==> config.mk <==
export PLATFORM = sky130hd
export DESIGN_NAME = flash_host_ctrl
export DESIGN_NICKNAME = d
export VERILOG_FILES = /design/src/flash_host_ctrl.v /design/src/pulse_timer.v
export VERILOG_INCLUDE_DIRS = /design/src
export SDC_FILE = /design/constraint.sdc
export NUM_CORES = 1
export LEC_CHECK = 0
export ABC_AREA = 1
export BUFFER_PORTS_ARGS = -buffer_cell sky130_fd_sc_hd__buf_4
export CAP_MARGIN = 5
export CORE_MARGIN = 2
export CORE_UTILIZATION = 35
export CTS_BUF_LIST = sky130_fd_sc_hd__clkbuf_4
export DETAILED_ROUTE_END_ITERATION = 6
export PLACE_DENSITY_LB_ADDON = 0.15
export SLEW_MARGIN = 10
export SYNTH_ARGS = -nofsm -noshare
export SYNTH_HDL_FRONTEND = slang
export SYNTH_HIERARCHICAL = 1
export SYNTH_SLANG_ARGS = --single-unit
==> constraint.sdc <==
create_clock -name ref_clk -period 6.9 [get_ports ref_clk]
set_clock_uncertainty 0.2 [all_clocks]
set_input_delay 1.725 -clock ref_clk [delete_from_list [all_inputs] [get_ports ref_clk]]
set_output_delay 1.725 -clock ref_clk [all_outputs]
set_load 0.05 [all_outputs]
==> src/flash_host_defs.vh <==
// Functional notes
// - Host writes reset command sequence after a timeout before new operations; the controller only sets ST_FAIL and keeps accepting commands.
// - Host presents program address or erasing-sector address when polling status.
// - Host checks window bit before and after each added sector erase command.
// - Write needs chip and write enable low with output enable high.
// - High voltage level on reset pin temporarily unprotects protected sectors.
// - Sector protect write spans write enable falling edge to rising edge.
// - Chip unprotect: high levels on output enable and bit9, bit6 high, pulse.
// - Protect all sectors before chip unprotect; a recommendation; OP_UNPROTECT does not protect them first.
`ifndef FLASH_HOST_DEFS_VH
`define FLASH_HOST_DEFS_VH
// APB register offsets
`define REG_CMD 12'h000
`define REG_ADDR 12'h004
`define REG_WDATA 12'h008
`define REG_STATUS 12'h00c
`define REG_RDATA 12'h010
// Command codes in REG_CMD[2:0]
`define OP_READ 3'h1
`define OP_WRITE 3'h2
`define OP_POLL 3'h3
`define OP_PROTECT 3'h4
`define OP_VERIFY 3'h5
`define OP_UNPROTECT 3'h6
`define OP_TEMP 3'h7
// Status bits
`define ST_BUSY 0
`define ST_DONE 1
`define ST_FAIL 2
`define ST_WINDOW 3
`define ST_READY 4
`define ST_TEMP 5
// Flash status bit positions
`define DQ_POLL 7
`define DQ_TGL1 6
`define DQ_TOUT 5
`define DQ_WIN 3
`define DQ_TGL2 2
// Timing: normal and high-voltage pulse widths in ns, derived cycles at 5 ns
`define CLK_NS 5
`define PULSE_NS 40
`define PULSE_CYC ((`PULSE_NS + `CLK_NS - 1) / `CLK_NS)
`define HVPULSE_NS 100
`define HVPULSE_CYC ((`HVPULSE_NS + `CLK_NS - 1) / `CLK_NS)
// Counter-width loads of the two pulse lengths above (8 and 20 cycles)
`define PULSE_LEN 8'h08
`define HVPULSE_LEN 8'h14
`define CNT_ONE 8'h01
`define ADDR_W 20
`define CNT_W 8
`endif

==> src/flash_host_ctrl.v <==
`timescale 1ns/1ps
`include "flash_host_defs.vh"
module flash_host_ctrl (
  // Clock and reset
  input wire ref_clk,
  input wire rst,
  // APB slave
  input wire psel,
  input wire penable,
  input wire pwrite,
  input wire [11:0] paddr,
  input wire [31:0] pwdata,
  output reg [31:0] prdata,
  output wire pready,
  output wire pslverr,
  // Flash control pins
  output reg chipEnableN,
  output reg outputEnableN,
  output reg writeEnableN,
  output reg oeHighVoltage,
  output reg addrBit9HighVoltage,
  output reg resetHighVoltage,
  output reg [`ADDR_W-1:0] flashAddr,
  // Flash data bus, two-way
  input wire [15:0] flashDataIn,
  output reg [15:0] flashDataOut,
  output reg flashDataOe,
  // Ready/busy, open drain from device
  input wire readyBusyN
);
  // ------------------------------------------------------------
  // States
  // ------------------------------------------------------------
  localparam S_IDLE = 6'b000001;
  localparam S_SETUP = 6'b000010;
  localparam S_PULSE = 6'b000100;
  localparam S_RECOV = 6'b001000;
  localparam S_SAMPLE = 6'b010000;
  localparam S_DONE = 6'b100000;

  reg [5:0] state_ff;
  reg [2:0] op_ff;
  reg [15:0] wdata_ff;
  reg [15:0] rdata_ff;
  reg [15:0] prevData_ff;
  reg havePrev_ff;
  reg busy_ff;
  reg doneFlag_ff;
  reg fail_ff;
  reg window_ff;
  reg [15:0] dIn1_ff;
  reg [15:0] dIn2_ff;
  reg rb1_ff;
  reg rb2_ff;
  reg timerStart;
  reg [`CNT_W-1:0] timerLen;
  wire timerDone;

  function isWriteOp;
    input [2:0] op;
    begin
      isWriteOp = (op == `OP_WRITE) || (op == `OP_PROTECT) || (op == `OP_UNPROTECT);
    end
  endfunction

  // ------------------------------------------------------------
  // Pin synchronisers
  // ------------------------------------------------------------
  always @(posedge ref_clk or posedge rst) begin
    if (rst) begin
      dIn1_ff <= 16'h0000;
      dIn2_ff <= 16'h0000;
      rb1_ff <= 1'b1;
      rb2_ff <= 1'b1;
    end else begin
      dIn1_ff <= flashDataIn;
      dIn2_ff <= dIn1_ff;
      rb1_ff <= readyBusyN;
      rb2_ff <= rb1_ff;
    end
  end

  pulse_timer u_timer (
    .ref_clk(ref_clk),
    .rst(rst),
    .start(timerStart),
    .len(timerLen),
    .done(timerDone)
  );

  // ------------------------------------------------------------
  // APB slave, zero wait states
  // ------------------------------------------------------------
  wire apbWr = psel && penable && pwrite;
  wire cmdHit = apbWr && (paddr == `REG_CMD) && (state_ff == S_IDLE);
  assign pready = 1'b1;
  assign pslverr = 1'b0;

  always @* begin
    case (paddr)
      `REG_CMD: prdata = {29'h0, op_ff};
      `REG_ADDR: prdata = {12'h000, flashAddr};
      `REG_WDATA: prdata = {16'h0000, wdata_ff};
      `REG_STATUS: prdata = {26'h0, resetHighVoltage, rb2_ff, window_ff, fail_ff,
                             doneFlag_ff, busy_ff};
      `REG_RDATA: prdata = {16'h0000, rdata_ff};
      default: prdata = 32'h0000_0000;
    endcase
  end

  // ------------------------------------------------------------
  // Sequencer
  // ------------------------------------------------------------
  always @* begin
    timerStart = 1'b0;
    timerLen = `PULSE_LEN;
    if (state_ff == S_IDLE && cmdHit && pwdata[2:0] != `OP_TEMP) begin
      timerStart = 1'b1;
    end else if (state_ff == S_SETUP || state_ff == S_PULSE || state_ff == S_RECOV) begin
      timerStart = timerDone && state_ff != S_RECOV;
      // High-voltage protect operations need a longer write pulse
      if (state_ff == S_SETUP && (op_ff == `OP_PROTECT || op_ff == `OP_UNPROTECT))
        timerLen = `HVPULSE_LEN;
    end
  end

  always @(posedge ref_clk or posedge rst) begin
    if (rst) begin
      state_ff <= S_IDLE;
      op_ff <= 3'h0;
      wdata_ff <= 16'h0000;
      rdata_ff <= 16'h0000;
      prevData_ff <= 16'h0000;
      havePrev_ff <= 1'b0;
      busy_ff <= 1'b0;
      doneFlag_ff <= 1'b0;
      fail_ff <= 1'b0;
      window_ff <= 1'b0;
      chipEnableN <= 1'b1;
      outputEnableN <= 1'b1;
      writeEnableN <= 1'b1;
      oeHighVoltage <= 1'b0;
      addrBit9HighVoltage <= 1'b0;
      resetHighVoltage <= 1'b0;
      flashAddr <= {`ADDR_W{1'b0}};
      flashDataOut <= 16'h0000;
      flashDataOe <= 1'b0;
    end else begin
      if (apbWr && paddr == `REG_ADDR && state_ff == S_IDLE)
        flashAddr <= pwdata[`ADDR_W-1:0];
      if (apbWr && paddr == `REG_WDATA && state_ff == S_IDLE)
        wdata_ff <= pwdata[15:0];
      case (state_ff)
        S_IDLE: begin
          if (cmdHit) begin
            op_ff <= pwdata[2:0];
            doneFlag_ff <= 1'b0;
            if (pwdata[2:0] == `OP_TEMP) begin
              resetHighVoltage <= pwdata[8];
              doneFlag_ff <= 1'b1;
            end else begin
              busy_ff <= 1'b1;
              chipEnableN <= 1'b0;
              // Levels settle before the strobe so no glitch starts a write
              addrBit9HighVoltage <= (pwdata[2:0] == `OP_PROTECT) ||
                                     (pwdata[2:0] == `OP_VERIFY) ||
                                     (pwdata[2:0] == `OP_UNPROTECT);
              oeHighVoltage <= (pwdata[2:0] == `OP_PROTECT) ||
                               (pwdata[2:0] == `OP_UNPROTECT);
              if (pwdata[2:0] == `OP_UNPROTECT)
                flashAddr[6] <= 1'b1;
              if (pwdata[2:0] == `OP_VERIFY) begin
                flashAddr[1] <= 1'b1;
                flashAddr[0] <= 1'b0;
                flashAddr[6] <= 1'b0;
              end
              flashDataOe <= isWriteOp(pwdata[2:0]);
              flashDataOut <= wdata_ff;
              state_ff <= S_SETUP;
            end
          end
        end
        S_SETUP: begin
          if (timerDone) begin
            if (isWriteOp(op_ff))
              writeEnableN <= 1'b0;
            else
              outputEnableN <= 1'b0;
            state_ff <= S_PULSE;
          end
        end
        S_PULSE: begin
          if (timerDone) begin
            if (!isWriteOp(op_ff)) begin
              rdata_ff <= dIn2_ff;
              state_ff <= S_SAMPLE;
            end else begin
              state_ff <= S_RECOV;
            end
            writeEnableN <= 1'b1;
            outputEnableN <= 1'b1;
          end
        end
        S_SAMPLE: begin
          // Two reads in a row decide whether toggle bit DQ_TGL1 moves
          if (op_ff == `OP_POLL) begin
            havePrev_ff <= 1'b1;
            prevData_ff <= rdata_ff;
            window_ff <= rdata_ff[`DQ_WIN];
            if (havePrev_ff && prevData_ff[`DQ_TGL1] == rdata_ff[`DQ_TGL1]) begin
              fail_ff <= 1'b0;
              havePrev_ff <= 1'b0;
            end else if (havePrev_ff && rdata_ff[`DQ_TOUT]) begin
              fail_ff <= 1'b1;
              havePrev_ff <= 1'b0;
            end
          end
          state_ff <= S_DONE;
        end
        S_RECOV: begin
          state_ff <= S_DONE;
        end
        S_DONE: begin
          chipEnableN <= 1'b1;
          oeHighVoltage <= 1'b0;
          addrBit9HighVoltage <= 1'b0;
          flashDataOe <= 1'b0;
          busy_ff <= 1'b0;
          doneFlag_ff <= 1'b1;
          state_ff <= S_IDLE;
        end
        default: state_ff <= S_IDLE;
      endcase
    end
  end
endmodule // flash_host_ctrl

==> src/pulse_timer.v <==
`timescale 1ns/1ps
`include "flash_host_defs.vh"
module pulse_timer (
  // Clock and reset
  input wire ref_clk,
  input wire rst,
  // Control
  input wire start,
  input wire [`CNT_W-1:0] len,
  output wire done
);
  reg [`CNT_W-1:0] cnt_ff;
  reg run_ff;
  always @(posedge ref_clk or posedge rst) begin
    if (rst) begin
      cnt_ff <= {`CNT_W{1'b0}};
      run_ff <= 1'b0;
    end else if (start) begin
      cnt_ff <= len;
      run_ff <= 1'b1;
    end else if (run_ff) begin
      cnt_ff <= cnt_ff - 1'b1;
      if (cnt_ff == `CNT_ONE)
        run_ff <= 1'b0;
    end
  end
  assign done = run_ff && (cnt_ff == `CNT_ONE);
endmodule // pulse_timer

==> flow_metrics.tcl, run 1 <==
set metrics [dict create \
    antenna_found_initial 1 \
    ioPinCount 143 \
    powerDensity_mw_per_mm2 225.1 \
    setup-tns-final_ns 0 \
    critical_path.max_fanout 15 \
    cts_max_level 4 \
    die_area_mm2 0.01795 \
    hold_buffers 0 \
    clk_latency_ns 0.54 \
    fmax_mhz 186.1 \
    swShare 0.2896 \
    min_from "dIn1_ff[12]" \
    clk_pin_slew_worst_paths_ns 0.11 \
    final_cell_mix "nand2_1, dfrtp_1, buf_4" \
    synth_cells 645 \
    ant_nets 0 \
    cts_buffer_depth 2 \
    avgViaCountPerCell 4.492 \
    cts_tree "yes" \
    placement.io_buffers 116 \
    endpoint_kind "output pin" \
    cts_resized 0 \
    layout_commonest_cell "nand2_1" \
    clock-sinks 133 \
    syn_area_per_cell_um2 9.168 \
    gp_congestion 0.8148 \
    switchingPower_w 0.0004701 \
    setup_viol 0 \
    critical_path_class "primary input to output pin" \
    leakagePower_nw 3.645 \
    status "complete, no violations" \
    first_iter_violations 226 \
    dp_hpwl_um 10400 \
    ys_seq_area_frac 0.5641 \
    startpoint_type "primary input" \
    grt_start_max_net_pins 69 \
    nets 838 \
    wirelength_um 14050 \
    stdcell_count 1004 \
    synth_seq_cells 133 \
    numCtsBuffers 17 \
    grt_pass1_vias 4386 \
    hold_violations 0 \
    startpoint "paddr[7]" \
    grt.overflow.total 0 \
    drc_errors 0 \
    drive_gt1_frac 0.2822 \
    worstMarginPinSlew_ns 0.8387 \
    cap_viol_max_count 0 \
    p_comb_frac 0.127 \
    holdCritPathClass "register to register" \
    vias 4510 \
    die_w_um 134.0 \
    grtUsageTotal 0.1641 \
    syn_to_final_growth_pct 21.98 \
    synth_cell_types 42 \
    syn_area_mm2 0.005913 \
    cp.required_ns 4.97 \
    cts_root_buffer "clkbuf_4" \
    arrival_ns 3.45 \
    rows 47 \
    pwr-share-clk 0.348 \
    wl_per_cell_um 14.00 \
    min_period_ns 5.374 \
    die_h_um 134.0 \
    slew_headroom 0.4408 \
    r2r_start "state_ff[0]" \
    rsz0062_at_grt "false" \
    period_share 0.7789 \
    dr.pass1.iters 4 \
    slew_viol_final 0 \
    pwr-share-seq 0.524 \
    peakVddDrop_mv 0.1030 \
    core_area_mm2 0.01652 \
    start_util 0.3578 \
    p_int_w 0.001153 \
    dp.cells 971 \
    synth_warnings 6 \
    post_cts_buffers 0 \
    grt_pass1_wl_um 22620 \
]
-- layout make-up --
cell class                      instances  area, um^2
Clock buffer                           18       135.1
Tap cell                              220       275.3
Fill cell                            1649        9311
Sequential cell                       133        3336
Timing Repair Buffer                  117       878.3
Multi-Input combinational cell        412        2072
Antenna cell                            1       2.502
Inverter                               89       341.6
Clock inverter                         14       172.7
-- final timing paths --
check | end | slack [ns] | depth (start not counted)
worst max-delay path | prdata[2] | 1.53 | 11
worst min-delay path | dIn2_ff[12] | 0.16 | 0
worst max register to register | u_timer/cnt_ff[6] | 3.90 | 11
worst min register to register | dIn2_ff[12] | 0.16 | 0
max in group asynchronous | doneFlag_ff | 4.06 | 3
min in group asynchronous | u_timer/cnt_ff[7] | 0.96 | 2
-- registers in the layout, summed over array words and instances, names as in the netlist, 2 cells and up --
register and cells:
dIn1_ff 16, dIn2_ff 16, flashAddr 20, flashDataOut 16, op_ff 3, prevData_ff 2
rdata_ff 16, state_ff 6, u_timer/cnt_ff 8, wdata_ff 16
-- synth_stat cells, drive strengths merged --
cell type | n | area [um^2]
clkbuf | 1 | 13.76
nor2 | 64 | 319.0
nand4 | 13 | 87.58
o31ai | 1 | 7.510
dfstp | 6 | 157.7
a22oi | 2 | 15.01
nand3b | 1 | 7.510
o221ai | 6 | 52.55
a21oi | 19 | 143.9
o211ai | 4 | 30.03
ha | 2 | 25.02
nor3 | 10 | 66.32
xnor2 | 1 | 8.760
buf | 27 | 216.5
nand2 | 181 | 704.4
inv | 87 | 329.1
dfrtp | 127 | 3178
o22ai | 5 | 31.28
conb | 2 | 7.510
nand3 | 29 | 190.2
o21ai | 52 | 286.5
xor2 | 2 | 17.52
clkinv | 2 | 10.01
o21bai | 1 | 7.510
-- per-layer routing --
metal | global-route usage | part of all wire | up-vias
li1 | - | - | 2268
met1 | 0.2197 | 0.46 | 2108
met2 | 0.2501 | 0.46 | 118
met3 | 0.05367 | 0.056 | 16
met4 | 0.05851 | 0.015 | 0
met5 | 0 | 0 | -
-- through the flow --
stage / instance area (um^2) / total power, W / setup slack [ns] / utilization / hold slack, ns
after global placement: 6903 / 0.001067 / 1.526 / 0.4177 / 0.1319
after detailed placement: 6903 / 0.001076 / 1.517 / 0.4177 / 0.1355
after CTS: 7211 / 0.001650 / 1.492 / 0.4364 / 0.1646
after global routing: 7213 / 0.001713 / 1.403 / 0.4365 / 0.1711
after floorplan: 5977 / 0.001017 / 1.686 / - / 0.1312
final: 7213 / 0.001623 / 1.526 / 0.4365 / 0.1610
-- critical path, stage by stage --
cell and delay [ns]:
buf_4 0.11, nor2_1 0.13, nand2_1 0.14, nor2_4 0.17, nand3_1 0.25, inv_2 0.35
nand2_1 0.11, nand2_1 0.08, inv_1 0.04, nand3_1 0.11, buf_4 0.22
-- kinds of logic after synthesis --
| logic type | count (synthesis) | share of synthesized area |
|---|---|---|
| AO/OA/AOI/OAI | 90 | 0.09712 |
| AND/OR/NAND/NOR | 298 | 0.2325 |
| XOR/XNOR | 3 | 0.004444 |
| flip-flops | 133 | 0.5641 |
| other | 2 | 0.001270 |
| buffers and inverters | 117 | 0.09627 |
| adder cells (fa/ha/maj) | 2 | 0.004231 |
-- power groups by stage --
stage	sequential [W]	combinational, W	clock, W
finish	0.000851	0.000207	0.000566
global route	0.000855	0.000235	0.000623
CTS	0.000851	0.000210	0.000589
detailed placement	0.000866	0.000210	0
global placement	0.000864	0.000202	0
floorplan	0.000861	0.000156	0
Note: power is estimated with default switching activity, not from simulation.
==> run 2: changes to the inputs <==
ABC_AREA = 0   (was 1)
clock period = 5.45 ns   (was 6.9 ns; I/O delays follow)
==> flow_metrics.tcl, run 2 <==
set metrics [dict create \
    use_met3 0.05344 \
    rows 46 \
    cts_root_buffer "clkbuf_4" \
    synth_common_cells "dfrtp_1, mux2_2, nand2_1, inv_1, buf_4" \
    leakagePower_nw 3.504 \
    antenna_found_initial 1 \
    pwr-share-clk 0.376 \
    setup_viol 0 \
    clk_pin_slew_worst_paths_ns 0.11 \
    period_share 0.8831 \
    grt_start_max_net_pins 61 \
    synth_ff_type "dfrtp_1" \
    clock-sinks 133 \
    final_cell_mix "dfrtp_1, buf_4, mux2_2" \
    grt_pass1_wl_um 22160 \
    p_comb_frac 0.066 \
    nets 644 \
    grt_pass1_vias 4056 \
    wl_per_cell_um 17.47 \
    synth_warnings 6 \
    synth_edf_count 0 \
    cts_buffer_depth 2 \
    yosys.cell_count.top_type "dfrtp_1" \
    core_area_mm2 0.01600 \
    cts_max_level 4 \
    wirelength_um 14070 \
    pwr-share-seq 0.557 \
    dp_hpwl_um 9827 \
    die_h_um 132.4 \
    violations "DRC" \
    yosys-top-cells-area "dfrtp_1, mux2_2, dfstp_2" \
    finalPower_w 0.001813 \
    arrival_ns 3.25 \
    drive_gt1_frac 0.4252 \
    swShare 0.2497 \
    ant_nets 0 \
    post_cts_buffers 0 \
    syn_area_per_cell_um2 12.85 \
    powerDensity_mw_per_mm2 254.7 \
    placement.io_buffers 116 \
    cts_tree "yes" \
    grt.overflow.total 0 \
    syn_area_mm2 0.005768 \
    reg2reg_depth 4 \
    endpoint_kind "output pin" \
    p_int_w 0.001361 \
    synth_seq_cells 133 \
    first_iter_violations 214 \
    ioPinCount 143 \
    synth_cells 449 \
    critical_path_class "primary input to output pin" \
    ys_seq_area_frac 0.5783 \
    startpoint_type "primary input" \
    holdCritPathClass "register to register" \
    dr.pass1.iters 7 \
    whs_path_depth 0 \
    synth.top_cell.area_share 0.5510 \
    avgViaCountPerCell 5.034 \
    syn_to_final_growth_pct 23.43 \
    start_util 0.3605 \
    cap_viol_max_count 0 \
    hold_buffers 0 \
    grtUsageTotal 0.1639 \
    use_met2 0.2571 \
    worstMarginPinSlew_ns 1.099 \
    rsz0062_at_grt "false" \
    hold_violations 0 \
    min_period_ns 4.813 \
    fmax_mhz 207.8 \
    slew_viol_final 0 \
    fillCellCount 1533 \
    vias 4052 \
    grtUsageMet1 0.2179 \
    numCtsBuffers 17 \
    layout_commonest_cell "dfrtp_1" \
    peakVddDrop_mv 0.1557 \
    switchingPower_w 0.0004527 \
    synth_cell_types 69 \
    drc_errors 1 \
    cts_resized 0 \
    setup-tns-final_ns 0 \
    async_reset_ff_frac 1.000 \
    critical_path.max_fanout 19 \
    slew_headroom 0.2652 \
    cp.required_ns 3.89 \
    top_register "flashAddr" \
    gr-max-usage-layer "met2" \
    clk_latency_ns 0.54 \
    die_w_um 132.4 \
    gp_congestion 0.7821 \
    yosys.area.top_type "dfrtp_1" \
    largest_reg_flops 20 \
    status "complete, but fails checks" \
    die_area_mm2 0.01752 \
]
[run 2: cell type report]
type	instances	area, um^2	share of cell area
sequential	133	3336	0.4685
multi-input combinational	276	2185	0.3069
timing repair buffer	126	945.9	0.1329
tap	216	270.3	0.03796
clock inverter	13	160.2	0.02250
clock buffer	18	135.1	0.01898
inverter	22	85.08	0.01195
antenna	1	2.502	0.0003515
[run 2: path summary, 6_finish.rpt]
| check | from | end | slack, ns |
|---|---|---|---|
| min in group asynchronous | rst | u_timer/cnt_ff[0] | 0.59 |
| max in group asynchronous | rst | flashAddr[6] | 3.31 |
| min reg2reg | dIn1_ff[5] | dIn2_ff[5] | 0.15 |
| min | dIn1_ff[5] | dIn2_ff[5] | 0.15 |
| max | paddr[2] | prdata[5] | 0.64 |
| max reg2reg | state_ff[5] | wdata_ff[7] | 2.60 |
[run 2: cells by family after synthesis]
group                    after synthesis  share of synthesized area
flip-flops                           133                     0.5783
multiplexers                          74                     0.1436
AO/OA/AOI/OAI                         70                    0.08720
AND/OR/NAND/NOR                      106                     0.1226
XOR/XNOR                               5                   0.007592
adder cells (fa/ha/maj)                2                   0.004338
buffers and inverters                 57                    0.05510
other                                  2                   0.001302
[run 2: critical path, cell delays in order]
cell	delay, ns
buf_4	0.23
or3b_2	0.57
nor4_4	0.30
buf_4	0.30
nand2_1	0.09
o211ai_1	0.13
buf_4	0.25
[run 2: stage by stage]
stage | area [um^2] | hold slack, ns | util | setup slack (ns) | cells
6_report | 7119 | 0.1542 | 0.4449 | 0.6368 | 805
5_1_grt | 7119 | 0.1637 | 0.4449 | 0.5453 | 805
4_1_cts | 7117 | 0.1570 | 0.4448 | 0.6594 | 804
3_5_place_dp | 6822 | 0.1347 | 0.4263 | 0.6715 | 773
3_3_place_gp | 6822 | 0.1325 | 0.4263 | 0.6829 | 773
2_1_floorplan | 5832 | 0.1312 | - | 0.5982 | 466
[run 2: metal layers]
metal | vias up | wire [um]
li1 | 1867 | -
met1 | 2041 | 6265
met2 | 136 | 6681
met3 | 8 | 987
met4 | 0 | 131
met5 | - | 0
[run 2: power by group through the flow]
stage | Clock [W] | Combinational (W) | Sequential (W)
final | 0.000683 | 0.000120 | 0.00101
after global placement | 0 | 0.000119 | 0.00103
after floorplan | 0 | 0.0000673 | 0.00104
after CTS | 0.000709 | 0.000122 | 0.00101
after detailed placement | 0 | 0.000121 | 0.00103
after global routing | 0.000757 | 0.000131 | 0.00101
